**src/include/lfrc_pkg.sv**
```systemverilog
package lfrc_pkg;
  // register byte offsets on the apb bus
  localparam logic [7:0] OFF_CTRL = 8'h00;
  localparam logic [7:0] OFF_STAT = 8'h04;
  localparam logic [7:0] OFF_PTR = 8'h08;
  localparam logic [7:0] OFF_ERR = 8'h0C;
  // control register field positions and reset value
  localparam int CTRL_LINK_DOWN = 0;
  localparam int CTRL_RX_INIT = 1;
  localparam int CTRL_RX_RDY = 2;
  localparam int CTRL_SEND = 3;
  localparam logic [3:0] CTRL_RESET = 4'h1;
  // error code posted when the link reset sabm is taken by the transmitter while reset wait is set
  localparam logic [7:0] ERR_FRMR_RX = 8'hC0;
  // timer default in clk cycles, retry default in polls, timer counter width
  localparam int T1_DEFAULT_CYCLES = 2000;
  localparam int N2_DEFAULT = 10;
  localparam int T1_W = 20;
  // frame kinds seen by the receiver and asked of the transmitter
  typedef enum logic [3:0] {
    FR_I = 4'h0, FR_RR = 4'h1, FR_RNR = 4'h2, FR_REJ = 4'h3, FR_SABM = 4'h4,
    FR_DISC = 4'h5, FR_UA = 4'h6, FR_DM = 4'h7, FR_FRMR = 4'h8, FR_OTHER = 4'h9
  } lfrc_kind_t;
  // one decoded received frame, valid for one cycle
  typedef struct packed {
    logic valid;
    lfrc_kind_t kind;
    logic is_cmd;
    logic pf;
    logic [2:0] nr;
    logic [2:0] ns;
    logic fcs_ok;
    logic too_long;
    logic violation;
  } lfrc_rx_t;
  // one frame request towards the transmitter
  typedef struct packed {
    logic valid;
    lfrc_kind_t kind;
    logic is_cmd;
    logic pf;
    logic w;
    logic z;
  } lfrc_tx_t;
  // whole state of the control block
  typedef struct packed {
    logic [3:0] ctrl;
    logic link_down_prev;
    logic [2:0] na;
    logic [2:0] nb;
    logic [2:0] ne;
    logic [2:0] vr;
    logic [2:0] vs;
    logic local_busy;
    logic remote_busy;
    logic rej_pend;
    logic frmr_cond;
    logic frmr_w;
    logic frmr_z;
    logic reset_wait;
    logic polling;
    logic disc;
    logic p_sabm;
    logic p_ua;
    logic p_frmr;
    logic p_cmd;
    logic p_resp;
    logic p_resp_f;
    logic [T1_W-1:0] t1;
    logic [7:0] n2;
    lfrc_tx_t tx;
    logic store;
    logic [7:0] ack_mask;
    logic ack_irq;
    logic unready_irq;
    logic err_valid;
    logic [7:0] err_code;
    logic tx_hold;
    logic pready;
    logic pslverr;
    logic [31:0] prdata;
  } lfrc_state_t;
endpackage

```
**src/logic/lfrc_ctrl.sv**
```systemverilog
module lfrc_ctrl import lfrc_pkg::*; #(
  parameter int T1_CYCLES = T1_DEFAULT_CYCLES,
  parameter int N2_LIMIT = N2_DEFAULT
) (
  // clock and reset
  input wire logic clk,
  input wire logic rst,
  // apb slave
  input wire logic psel,
  input wire logic penable,
  input wire logic pwrite,
  input wire logic [7:0] paddr,
  input wire logic [31:0] pwdata,
  output logic pready,
  output logic pslverr,
  output logic [31:0] prdata,
  // receiver side
  input wire lfrc_rx_t rx,
  // transmitter side
  input wire logic tx_idle,
  input wire logic tx_take,
  input wire logic tx_pkt_done,
  output lfrc_tx_t tx_req,
  output logic tx_hold,
  // memory and host events
  output logic store_en,
  output logic [7:0] ack_mask,
  output logic tx_acknowledged_irq,
  output logic rx_table_unready_irq,
  output logic err_valid,
  output logic [7:0] error_code_field
);
  lfrc_state_t q; // registered state
  lfrc_state_t d; // next state

  // circular window test on a received ack number
  function automatic logic nr_ok(input logic [2:0] nr, input logic [2:0] na, input logic [2:0] nb);
    return 3'(nr - na) <= 3'(nb - na);
  endfunction

  // segments from oldest up to ack number minus one
  function automatic logic [7:0] ack_bits(input logic [2:0] nr, input logic [2:0] na);
    logic [7:0] m;
    m = 8'h00;
    for (int i = 0; i < 8; i++) begin
      m[i] = 3'(3'(i) - na) < 3'(nr - na);
    end
    return m;
  endfunction

  // register read mux
  function automatic logic [31:0] rd_mux(input lfrc_state_t s, input logic [7:0] a);
    case (a)
      OFF_CTRL: rd_mux = {28'h000_0000, s.ctrl};
      OFF_STAT: rd_mux = {24'h00_0000, s.disc, s.reset_wait, s.frmr_cond, s.rej_pend,
                          s.remote_busy, s.local_busy, s.polling, s.tx_hold};
      OFF_PTR: rd_mux = {17'h0_0000, s.vs, s.vr, s.ne, s.nb, s.na};
      OFF_ERR: rd_mux = {24'h00_0000, s.err_code};
      default: rd_mux = 32'h0000_0000;
    endcase
  endfunction

  logic ready; // receive memory ready per host
  logic up; // link is up
  logic is_s; // supervisory frame received
  logic nr_good; // received ack number in window
  logic rx_live; // frame taken while link is up
  logic t1_run; // retransmission timer running

  // next-state logic
  always_comb begin
    d = q;
    d.store = 1'b0;
    d.ack_mask = 8'h00;
    d.ack_irq = 1'b0;
    d.unready_irq = 1'b0;
    d.err_valid = 1'b0;
    d.pready = 1'b0;
    d.pslverr = 1'b0;
    ready = q.ctrl[CTRL_RX_INIT] & q.ctrl[CTRL_RX_RDY];
    up = !q.ctrl[CTRL_LINK_DOWN];
    is_s = (rx.kind == FR_RR) || (rx.kind == FR_RNR) || (rx.kind == FR_REJ);
    nr_good = nr_ok(rx.nr, q.na, q.nb);
    rx_live = rx.valid && up;
    t1_run = q.remote_busy || (q.na != q.nb);
    d.link_down_prev = q.ctrl[CTRL_LINK_DOWN];
    // apb: setup cycle loads answer, access cycle completes
    if (psel && !penable) begin
      d.pready = 1'b1;
      d.prdata = rd_mux(q, paddr);
      d.pslverr = !(paddr == OFF_CTRL || paddr == OFF_STAT || paddr == OFF_PTR || paddr == OFF_ERR);
    end
    if (psel && penable && q.pready && pwrite && paddr == OFF_CTRL) begin
      d.ctrl = pwdata[3:0];
    end
    // packet handed to the line advances next block
    if (tx_pkt_done && !q.frmr_cond) begin
      d.nb = 3'(q.nb + 3'h1);
    end
    // transmitter request first, so later events re-arm pending flags
    if (up) begin
      if (q.tx.valid) begin
        if (tx_take) begin
          d.tx.valid = 1'b0;
          if (q.tx.kind == FR_SABM) begin
            d.err_valid = q.reset_wait;
            d.err_code = ERR_FRMR_RX;
          end
          if (q.tx.kind == FR_FRMR) begin
            d.frmr_cond = 1'b1;
          end
          if (q.tx.kind == FR_REJ) begin
            d.rej_pend = 1'b0;
          end
        end
      end else if (tx_idle) begin
        d.tx.is_cmd = 1'b0;
        d.tx.pf = 1'b0;
        d.tx.w = q.frmr_w;
        d.tx.z = q.frmr_z;
        // reject only when not busy, rnr while busy
        d.tx.kind = (q.rej_pend && !q.local_busy) ? FR_REJ : (q.local_busy ? FR_RNR : FR_RR);
        d.tx.valid = 1'b1;
        if (q.p_sabm) begin
          d.tx.kind = FR_SABM;
          d.tx.is_cmd = 1'b1;
          d.tx.pf = 1'b1;
          d.p_sabm = 1'b0;
        end else if (q.p_ua) begin
          d.tx.kind = FR_UA;
          d.tx.pf = 1'b1;
          d.p_ua = 1'b0;
        end else if (q.p_frmr) begin
          d.tx.kind = FR_FRMR;
          d.p_frmr = 1'b0;
        end else if (q.p_cmd) begin
          d.tx.is_cmd = 1'b1;
          d.tx.pf = 1'b1;
          d.p_cmd = 1'b0;
        end else if (q.p_resp) begin
          d.tx.pf = q.p_resp_f;
          d.p_resp = 1'b0;
          d.p_resp_f = 1'b0;
        end else begin
          d.tx.valid = 1'b0;
        end
      end
    end
    if (!up) begin
      // link down: drop every pending frame
      d.p_sabm = 1'b0;
      d.p_ua = 1'b0;
      d.p_frmr = 1'b0;
      d.p_cmd = 1'b0;
      d.p_resp = 1'b0;
      d.tx.valid = 1'b0;
      d.t1 = '0;
      d.n2 = 8'h00;
      d.polling = 1'b0;
      d.frmr_cond = 1'b0;
      d.local_busy = 1'b0; // re-tested at link up
      d.reset_wait = 1'b0;
    end else begin
      // not-ready condition, at link up or later
      if (!q.local_busy && !ready && !q.reset_wait) begin // ready: nothing sent
        d.local_busy = 1'b1;
        d.p_resp = 1'b1;
        d.unready_irq = q.ctrl[CTRL_RX_INIT];
      end
      // retransmission timer
      if (!t1_run) begin
        d.t1 = '0;
      end else if (q.t1 == T1_W'(T1_CYCLES - 1)) begin
        d.t1 = '0;
        if (q.n2 == 8'(N2_LIMIT)) begin
          d.p_sabm = 1'b1;
          d.reset_wait = 1'b1;
          d.n2 = 8'h00;
        end else begin
          d.p_cmd = 1'b1;
          d.polling = 1'b1;
          d.n2 = 8'(q.n2 + 8'h01);
        end
      end else begin
        d.t1 = T1_W'(q.t1 + 1'b1);
      end
    end
    // received frame handling
    if (rx_live) begin
      case (rx.kind)
        FR_FRMR: begin
          d.p_sabm = 1'b1;
          d.reset_wait = 1'b1;
          d.ctrl[CTRL_SEND] = 1'b0;
          d.store = !q.local_busy;
          d.local_busy = 1'b1;
        end
        FR_SABM, FR_DISC: begin
          d.p_ua = 1'b1;
          d.frmr_cond = 1'b0;
          d.frmr_w = 1'b0;
          d.frmr_z = 1'b0;
          d.disc = rx.kind == FR_DISC;
          d.local_busy = 1'b0;
          d.rej_pend = 1'b0;
          d.remote_busy = 1'b0;
        end
        FR_UA: begin
          d.remote_busy = 1'b0;
          if (q.reset_wait) begin
            d.na = 3'h0;
            d.nb = 3'h0;
            d.ne = 3'h0;
            d.vr = 3'h0;
            d.vs = 3'h0;
            d.reset_wait = 1'b0;
            d.local_busy = 1'b0;
            d.rej_pend = 1'b0;
            d.polling = 1'b0;
            d.n2 = 8'h00;
            d.disc = 1'b0;
          end else begin
            d.p_frmr = 1'b1;
            d.frmr_w = 1'b1;
          end
        end
        FR_I, FR_RR, FR_RNR, FR_REJ: begin
          if (!nr_good) begin
            d.p_frmr = 1'b1;
            d.frmr_z = 1'b1;
          end else begin
            if (rx.nr != q.na) begin
              d.ack_mask = ack_bits(rx.nr, q.na);
              d.ack_irq = 1'b1;
              d.na = rx.nr;
              d.t1 = '0;
              d.n2 = 8'h00;
            end
            if (q.frmr_cond) begin
              d.p_frmr = 1'b1;
            end
          end
          if (rx.kind == FR_RNR) begin
            d.remote_busy = 1'b1;
          end else if (is_s) begin
            d.remote_busy = 1'b0;
          end
          // poll answered, or final bit unasked
          if (rx.is_cmd && rx.pf) begin
            d.p_resp = 1'b1;
            d.p_resp_f = 1'b1;
          end else if (!rx.is_cmd && rx.pf) begin
            if (q.polling) begin
              d.polling = 1'b0;
              d.n2 = 8'h00;
            end else begin
              d.p_frmr = 1'b1;
              d.frmr_w = 1'b1;
            end
          end
          // busy clears on a packet or command once memory is ready
          if (q.local_busy && ready && (rx.kind == FR_I || rx.is_cmd)) begin
            d.local_busy = 1'b0;
            d.p_resp = 1'b1;
          end
          if (rx.kind == FR_I && rx.fcs_ok && !q.frmr_cond) begin
            if (rx.ns == q.vr) begin
              d.rej_pend = 1'b0;
              if (!rx.too_long && !q.local_busy) begin
                d.store = 1'b1;
                d.vr = 3'(q.vr + 3'h1);
                d.ne = 3'(q.ne + 3'h1);
              end
            end else if (3'(rx.ns + 3'h1) != q.vr) begin
              d.rej_pend = 1'b1;
              d.p_resp = 1'b1;
            end
          end
        end
        default: ; // other frames change nothing here
      endcase
      if (rx.violation) begin
        d.p_frmr = 1'b1;
        d.frmr_w = 1'b1;
      end
    end
    // packets held back by link down, reject state, busy peer or full window
    d.tx_hold = !up || d.frmr_cond || d.remote_busy || (3'(d.nb + 3'h1) == d.na);
  end

  // state register
  always_ff @(posedge clk) begin
    if (rst) begin
      q <= '0;
      q.ctrl <= CTRL_RESET;
      q.link_down_prev <= 1'b1;
    end else begin
      q <= d;
    end
  end

  // outputs straight from state flops
  assign pready = q.pready;
  assign pslverr = q.pslverr;
  assign prdata = q.prdata;
  assign tx_req = q.tx;
  assign tx_hold = q.tx_hold;
  assign store_en = q.store;
  assign ack_mask = q.ack_mask;
  assign tx_acknowledged_irq = q.ack_irq;
  assign rx_table_unready_irq = q.unready_irq;
  assign err_valid = q.err_valid;
  assign error_code_field = q.err_code;
endmodule // lfrc_ctrl

```
**config.mk**
```make
export PLATFORM = sky130hd
export DESIGN_NAME = lfrc_ctrl
export DESIGN_NICKNAME = d
export VERILOG_FILES = /design/src/include/lfrc_pkg.sv /design/src/logic/lfrc_ctrl.sv
export SDC_FILE = /design/constraint.sdc
export NUM_CORES = 1
export LEC_CHECK = 0
export BUFFER_PORTS_ARGS = -buffer_cell sky130_fd_sc_hd__buf_2
export CELL_PAD_IN_SITES_DETAIL_PLACEMENT = 0
export CELL_PAD_IN_SITES_GLOBAL_PLACEMENT = 1
export CORE_UTILIZATION = 40
export DETAILED_ROUTE_END_ITERATION = 8
export PLACE_DENSITY = 0.9
export REMOVE_ABC_BUFFERS = 1
export SYNTH_ARGS = -nofsm -noshare
export SYNTH_HDL_FRONTEND = slang
export SYNTH_SLANG_ARGS = --single-unit
```
**constraint.sdc**
```tcl
create_clock -name clk -period 11.3 [get_ports clk]
set_clock_uncertainty 0.1 [all_clocks]
set_input_delay 3.39 -clock clk [delete_from_list [all_inputs] [get_ports clk]]
set_output_delay 3.39 -clock clk [all_outputs]
set_load 0.05 [all_outputs]
```
# [After elaboration in Yosys (flattened, before gate mapping)]
# Cells that the tools add are included.
[totals] register_bits=116 word_cells=289
[classes] eq_ne=29 order_cmp=9 addsub=17 n_mux=127 bitwise_logic=11 n_reduce_logical=57
[op_table] operator="28-bit 2-to-1 mux" count=3
[op_table] operator="1-bit 2-to-1 mux" count=65
[op_table] operator="8-bit 2-to-1 mux" count=7
[op_table] operator="12-bit case mux with 4 select lines" count=1
[op_table] operator="6-bit 2-to-1 mux" count=7
[op_table] operator="20-bit 2-to-1 mux" count=2
[op_table] operator="34-bit 2-to-1 mux" count=1
[op_table] operator="30-bit 2-to-1 mux" count=1
[op_table] operator="27-bit 2-to-1 mux" count=1
[op_table] operator="8-bit by 4-bit == test with 1-bit output, second input constant" count=3
[op_table] operator="3-bit < comparator" count=8
[op_table] operator="2-bit 2-to-1 mux" count=12
[op_table] operator="22-bit 2-to-1 mux" count=1
[op_table] operator="3-bit 2-to-1 mux" count=7
[op_table] operator="20-bit by 1-bit adder with 20-bit output, second input constant" count=1
[op_table] operator="20-bit by 11-bit == test with 1-bit output, second input constant" count=1
[op_table] operator="1-bit logical AND" count=17
[op_table] operator="4-bit by 3-bit == test with 1-bit output, second input constant" count=4
[op_table] operator="16-bit 2-to-1 mux" count=1
[op_table] operator="4-bit 2-to-1 mux" count=4
[op_table] operator="8-bit case mux with 2 select lines" count=1
[op_table] operator="3-bit by 1-bit adder with 3-bit output, second input constant" count=5
[op_table] operator="4-bit by 2-bit == test with 1-bit output, second input constant" count=3
[op_table] operator="3-bit inequality test, second input constant" count=4
[op_table] operator="other kinds (35)" count=90

# [Logic depth before layout (Yosys ltp)]
[logic_depth] word_depth=20 depth_mapped=14 mapped_depth_nobuf=12

# [Worst setup path after synthesis]
# No wires, ideal clock.
[synth_timing] path_type="input-to-reg" start="input rx[6] (netlist bit)" end="register q[88] (netlist bit)" arrival_ns=5.909 slack_ns=5.203 path_buffers=2 cell_stages=13 cell_sequence="inv_1 > ha_1 > inv_1 > fa_1 > ha_1 > nor2b_1 > o21ai_0 > a21o_1 > and3_1 > clkbuf_2 > or4_4 > buf_6 > a311oi_2"
[synth_via] elab_chain_cells=5 elab_cells_between_ends=7
[synth_rtl] element="from (decl)" line_no="lfrc_ctrl.sv:18" text="input wire lfrc_rx_t rx,"
[synth_rtl] element="3-bit subtractor / 3-bit inequality test (equally long branches)" line_no="lfrc_ctrl.sv:38, lfrc_ctrl.sv:232"
[synth_rtl] element="3-bit less-or-equal comparator / 28-bit 2-to-1 mux (equally long branches)" line_no="lfrc_ctrl.sv:38, lfrc_ctrl.sv:232"
[synth_rtl] element="28-bit 2-to-1 mux (*)" line_no="lfrc_ctrl.sv:228" text="if (!nr_good) begin"
[synth_rtl] element="22-bit 2-to-1 mux (*)" line_no="lfrc_ctrl.sv:190" text="case (rx.kind)"
[synth_rtl] element="30-bit 2-to-1 mux (*)" line_no="lfrc_ctrl.sv:189" text="if (rx_live) begin"
[synth_rtl] element="to (decl)" line_no="lfrc_ctrl.sv:33" text="lfrc_state_t q;"
# Mark *: on every way between the ends. The rest lies on a longest branch, timed or not.
# A chain may end at the register's enable or synchronous reset.

# [Final worst setup path]
# Same ends and word-level chain as after synthesis.

==> flow_results.xml <==
<?xml version="1.0" encoding="UTF-8"?>
<metrics>
  <group name="detailed_routing">
    <metric name="dr.first_iter.drc_count" unit="">286</metric>
    <metric name="met3WireLength" unit="µm">508</metric>
    <metric name="routed-via-count" unit="">4302</metric>
    <metric name="routedLengthMet1" unit="µm">5101</metric>
    <metric name="wl_per_cell" unit="µm">14.14</metric>
    <metric name="detailedRoute.firstPassIterationCount" unit="">5</metric>
    <metric name="drt_drc_violations_left" unit="">0</metric>
    <metric name="met2WireLength" unit="µm">5965</metric>
    <metric name="ant_nets" unit="">0</metric>
    <metric name="dr.max_layer_used" unit="">met4</metric>
    <metric name="detail_route.vias_per_cell" unit="">5.146</metric>
    <metric name="totalWireLength" unit="µm">11820</metric>
  </group>
  <group name="clock_tree">
    <metric name="ctsRootBufferMaster" unit="">clkbuf_16</metric>
    <metric name="cts_setup_buffers" unit="">0</metric>
    <metric name="tritoncts" unit="">built</metric>
    <metric name="insertion_delay" unit="ns">0.35</metric>
    <metric name="htreeDepth" unit="">3</metric>
    <metric name="cts_buffers" unit="">9</metric>
    <metric name="cts_max_path_buffers" unit="">2</metric>
    <metric name="clk_transition_reported_paths" unit="ns">0.07</metric>
    <metric name="cts.repair.resized" unit="">0</metric>
    <metric name="clock_sinks" unit="">96</metric>
    <metric name="ctsHoldBuffers" unit="">0</metric>
  </group>
  <group name="setup_path">
    <metric name="critPathBufInv" unit="">3</metric>
    <metric name="timing.rr.end" unit="">q[88]</metric>
    <metric name="critical-path-slowest-cell" unit="">or4_4</metric>
    <metric name="worst_r2r_path_depth" unit="">10</metric>
    <metric name="critical_path.reg2reg.startpoint" unit="">q[120]</metric>
    <metric name="cp_cell_sequence" unit="">buf_2, inv_1, ha_1, inv_1, fa_1, ha_1, nor2b_1, o21ai_0, a21o_1, and3_1, or4_4, a311oi_2</metric>
    <metric name="largest_fanout_on_the_critical_path" unit="">20</metric>
    <metric name="slowest_delay" unit="ns">0.70</metric>
    <metric name="path_delay_family" unit="">simple AND/OR/NAND/NOR gates</metric>
    <metric name="worstSetupEndpointType" unit="">flip-flop</metric>
    <metric name="worst_setup_path_start_kind" unit="">primary input</metric>
    <metric name="worst-endpoint-arrival" unit="ns">6.31</metric>
    <metric name="classification_of_the_worst_setup_path" unit="">in -&gt; reg</metric>
    <metric name="rrSetupSlack" unit="ns">7.89</metric>
    <metric name="required" unit="ns">11.47</metric>
  </group>
  <group name="floorplan">
    <metric name="pin_count" unit="">128</metric>
    <metric name="die_height" unit="µm">117.0</metric>
    <metric name="dieWidth" unit="µm">117.0</metric>
    <metric name="fp.coreArea" unit="µm²">12770</metric>
    <metric name="starting_density_of_the_core" unit="%">41.44</metric>
    <metric name="die_area" unit="µm²">13700</metric>
    <metric name="rows" unit="">41</metric>
  </group>
  <group name="global_routing">
    <metric name="largest_net_degree_at_the_start_of_global_routing" unit="">44</metric>
    <metric name="first_global_vias" unit="">4078</metric>
    <metric name="grt_pass1_wl" unit="µm">19130</metric>
    <metric name="grt_residual_overflow" unit="">0</metric>
    <metric name="global_route_usage_over_all_layers" unit="%">18.23</metric>
    <metric name="initial_antenna_violation_count" unit="">1</metric>
  </group>
  <group name="outcome">
    <metric name="run_status" unit="">finished clean</metric>
  </group>
  <group name="timing">
    <metric name="finalCriticalPeriod" unit="ns">6.138</metric>
    <metric name="worst_pin_slew" unit="ns">0.8552</metric>
    <metric name="worst_slew_margin_rel" unit="%">42.51</metric>
    <metric name="final.period_utilization" unit="%">54.31</metric>
    <metric name="timing_max_transition_violations_final" unit="">0</metric>
    <metric name="setup_repair_after_global_routing_missed_its_margin" unit="">no</metric>
    <metric name="final-setup-viol-count" unit="">0</metric>
    <metric name="post-route-worst-setup-slack" unit="ns">5.163</metric>
    <metric name="fmax" unit="MHz">162.9</metric>
    <metric name="finalHoldViolations" unit="">0</metric>
    <metric name="finalSetupTns" unit="ns">0</metric>
  </group>
  <group name="min_path">
    <metric name="holdPathEnd" unit="">tx_req[1]</metric>
    <metric name="hold_path_class" unit="">reg -&gt; reg</metric>
    <metric name="whs_path_depth" unit="">2</metric>
    <metric name="timing.hold.worst.start" unit="">tx_req[1]</metric>
  </group>
  <group name="synth">
    <metric name="yosysSeqAreaShare" unit="%">36.30</metric>
    <metric name="synth_area" unit="µm²">5294</metric>
    <metric name="postSynthAreaPerCell" unit="µm²">8.403</metric>
    <metric name="seq_cells_post_synth" unit="">96</metric>
    <metric name="synthesis.instances" unit="">630</metric>
    <metric name="synth_top_flop_cell" unit="">dfxtp_1</metric>
    <metric name="yosys_warnings" unit="">0</metric>
    <metric name="async_flop_share" unit="%">0</metric>
    <metric name="synth.lib_cells_used.distinct" unit="">65</metric>
    <metric name="post_synth_edffs" unit="">0</metric>
  </group>
  <group name="job">
    <metric name="timing.max_cap.violations" unit="">0</metric>
  </group>
  <group name="placement">
    <metric name="gpl.final_weighted_congestion" unit="">0.8378</metric>
    <metric name="dp_slack" unit="ns">4.844</metric>
    <metric name="place.port_buffers" unit="">73</metric>
    <metric name="detailedPlacementHpwl" unit="µm">8994</metric>
  </group>
  <group name="pwr">
    <metric name="power_density" unit="nW/µm²">126.0</metric>
    <metric name="worst_vdd_rail_ir_drop" unit="V">0.00009479</metric>
    <metric name="p_leak" unit="nW">2.337</metric>
  </group>
  <group name="cells_and_area">
    <metric name="most-common-layout-cells" unit="">dfxtp_1 (96), nor2_1 (93), buf_2 (73), a21oi_1 (37), nand2_1 (33)</metric>
    <metric name="layout_commonest_cell" unit="">dfxtp_1</metric>
    <metric name="final_nets" unit="">747</metric>
    <metric name="drive_above_1_share" unit="%">15.99</metric>
    <metric name="filler_cell_count" unit="">1246</metric>
    <metric name="synthToLayoutAreaGrowth" unit="%">8.651</metric>
  </group>
</metrics>
==> logic make-up after synthesis <==
group | synth area share (%)
AND/OR/NAND/NOR | 21.34
AO/OA/AOI/OAI | 14.04
buffers and inverters | 12.03
flip-flops | 36.30
XOR/XNOR | 7.539
adder cells (fa/ha/maj) | 6.192
multiplexers | 2.482
other | 0.07084
==> metal layers <==
metal | global-route usage [%] | vias to the layer above
met4 | 7.342 | 0
met3 | 4.480 | 18
met1 | 20.44 | 2027
met2 | 33.06 | 95
met5 | 0 | -
li1 | - | 2162
==> worst min-delay path, cell delays in order, from the launching register on <==
cell	delay [ns]
dfxtp_1	0.31
nand2_1	0.05
a21oi_1	0.05
==> Yosys cell counts (3+ instances only) <==
master | number | area, µm²
buf_4 | 57 | 427.9
a21oi_1 | 37 | 185.2
nor2b_1 | 4 | 25.02
or2_2 | 8 | 50.05
nand2b_1 | 7 | 43.79
or3_1 | 3 | 18.77
o31ai_1 | 6 | 45.04
a21o_1 | 3 | 22.52
nand2_1 | 33 | 123.9
inv_1 | 26 | 97.59
ha_1 | 23 | 287.8
mux2i_1 | 12 | 120.1
nor2_1 | 93 | 349.1
nor4_1 | 10 | 62.56
nand4_1 | 10 | 62.56
o21bai_1 | 3 | 22.52
xor2_1 | 24 | 210.2
clkbuf_1 | 20 | 75.07
xnor2_1 | 16 | 140.1
a22oi_1 | 14 | 105.1
and3_1 | 6 | 37.54
and2_1 | 4 | 25.02
nor3_1 | 17 | 85.08
nor4b_1 | 4 | 35.03
dfxtp_1 | 96 | 1922
o21ai_0 | 22 | 110.1
nand3_1 | 14 | 70.07
a211oi_1 | 8 | 60.06
nor3b_1 | 3 | 22.52
==> cell type report <==
| cell class | count | area [µm²] | share of cell area, % |
|---|---|---|---|
| multi-input combinational | 451 | 2829 | 49.18 |
| sequential | 96 | 1922 | 33.41 |
| timing repair buffer | 74 | 372.9 | 6.482 |
| clock buffer | 10 | 239.0 | 4.155 |
| tap | 172 | 215.2 | 3.742 |
| inverter | 26 | 97.59 | 1.697 |
| clock inverter | 6 | 73.82 | 1.283 |
| antenna | 1 | 2.502 | 0.04351 |
==> sequential cells by signal, indices dropped and copies added (netlist names) <==
signal and cells:
prdata 12, d 1, tx_hold 1, tx_acknowledged_irq 1, error_code_field 1, store_en 1
q 58, ack_mask 8, pready 1, err_valid 1, tx_req 9, rx_table_unready_irq 1
pslverr 1
==> through the flow <==
stage | cells | utilization (%) | instance area (µm²) | power [mW] | hold slack [ns]
6_report | 836 | 45.03 | 5752 | 0.7246 | 0.3550
5_1_grt | 835 | 45.01 | 5749 | 0.7538 | 0.3737
4_1_cts | 835 | 45.01 | 5749 | 0.7343 | 0.3568
3_5_place_dp | 819 | 42.56 | 5436 | 0.4140 | 0.3472
3_3_place_gp | 819 | 42.56 | 5436 | 0.4126 | 0.3399
2_1_floorplan | 573 | - | 4848 | 0.3947 | 0.3223
==> report_power, final <==
part	leakage (nW)	switching, mW	internal (mW)
sequential	0.774	0.00152	0.340
combinational	1.41	0.0479	0.0178
clock	0.154	0.137	0.181
==> how the worst max path moves through the flow <==
stage / startpoint / to / slack (ns) / cells after the start
2_1_floorplan: rx[6] / q[88] / 5.27 / 11
3_3_place_gp: rx[6] / q[88] / 4.89 / 12
3_5_place_dp: rx[6] / q[88] / 4.84 / 12
4_1_cts: rx[6] / q[88] / 5.20 / 12
5_1_grt: rx[6] / q[88] / 5.02 / 12
6_report: rx[6] / q[88] / 5.16 / 12
No activity file was read; power rests on OpenSTA's default activity.
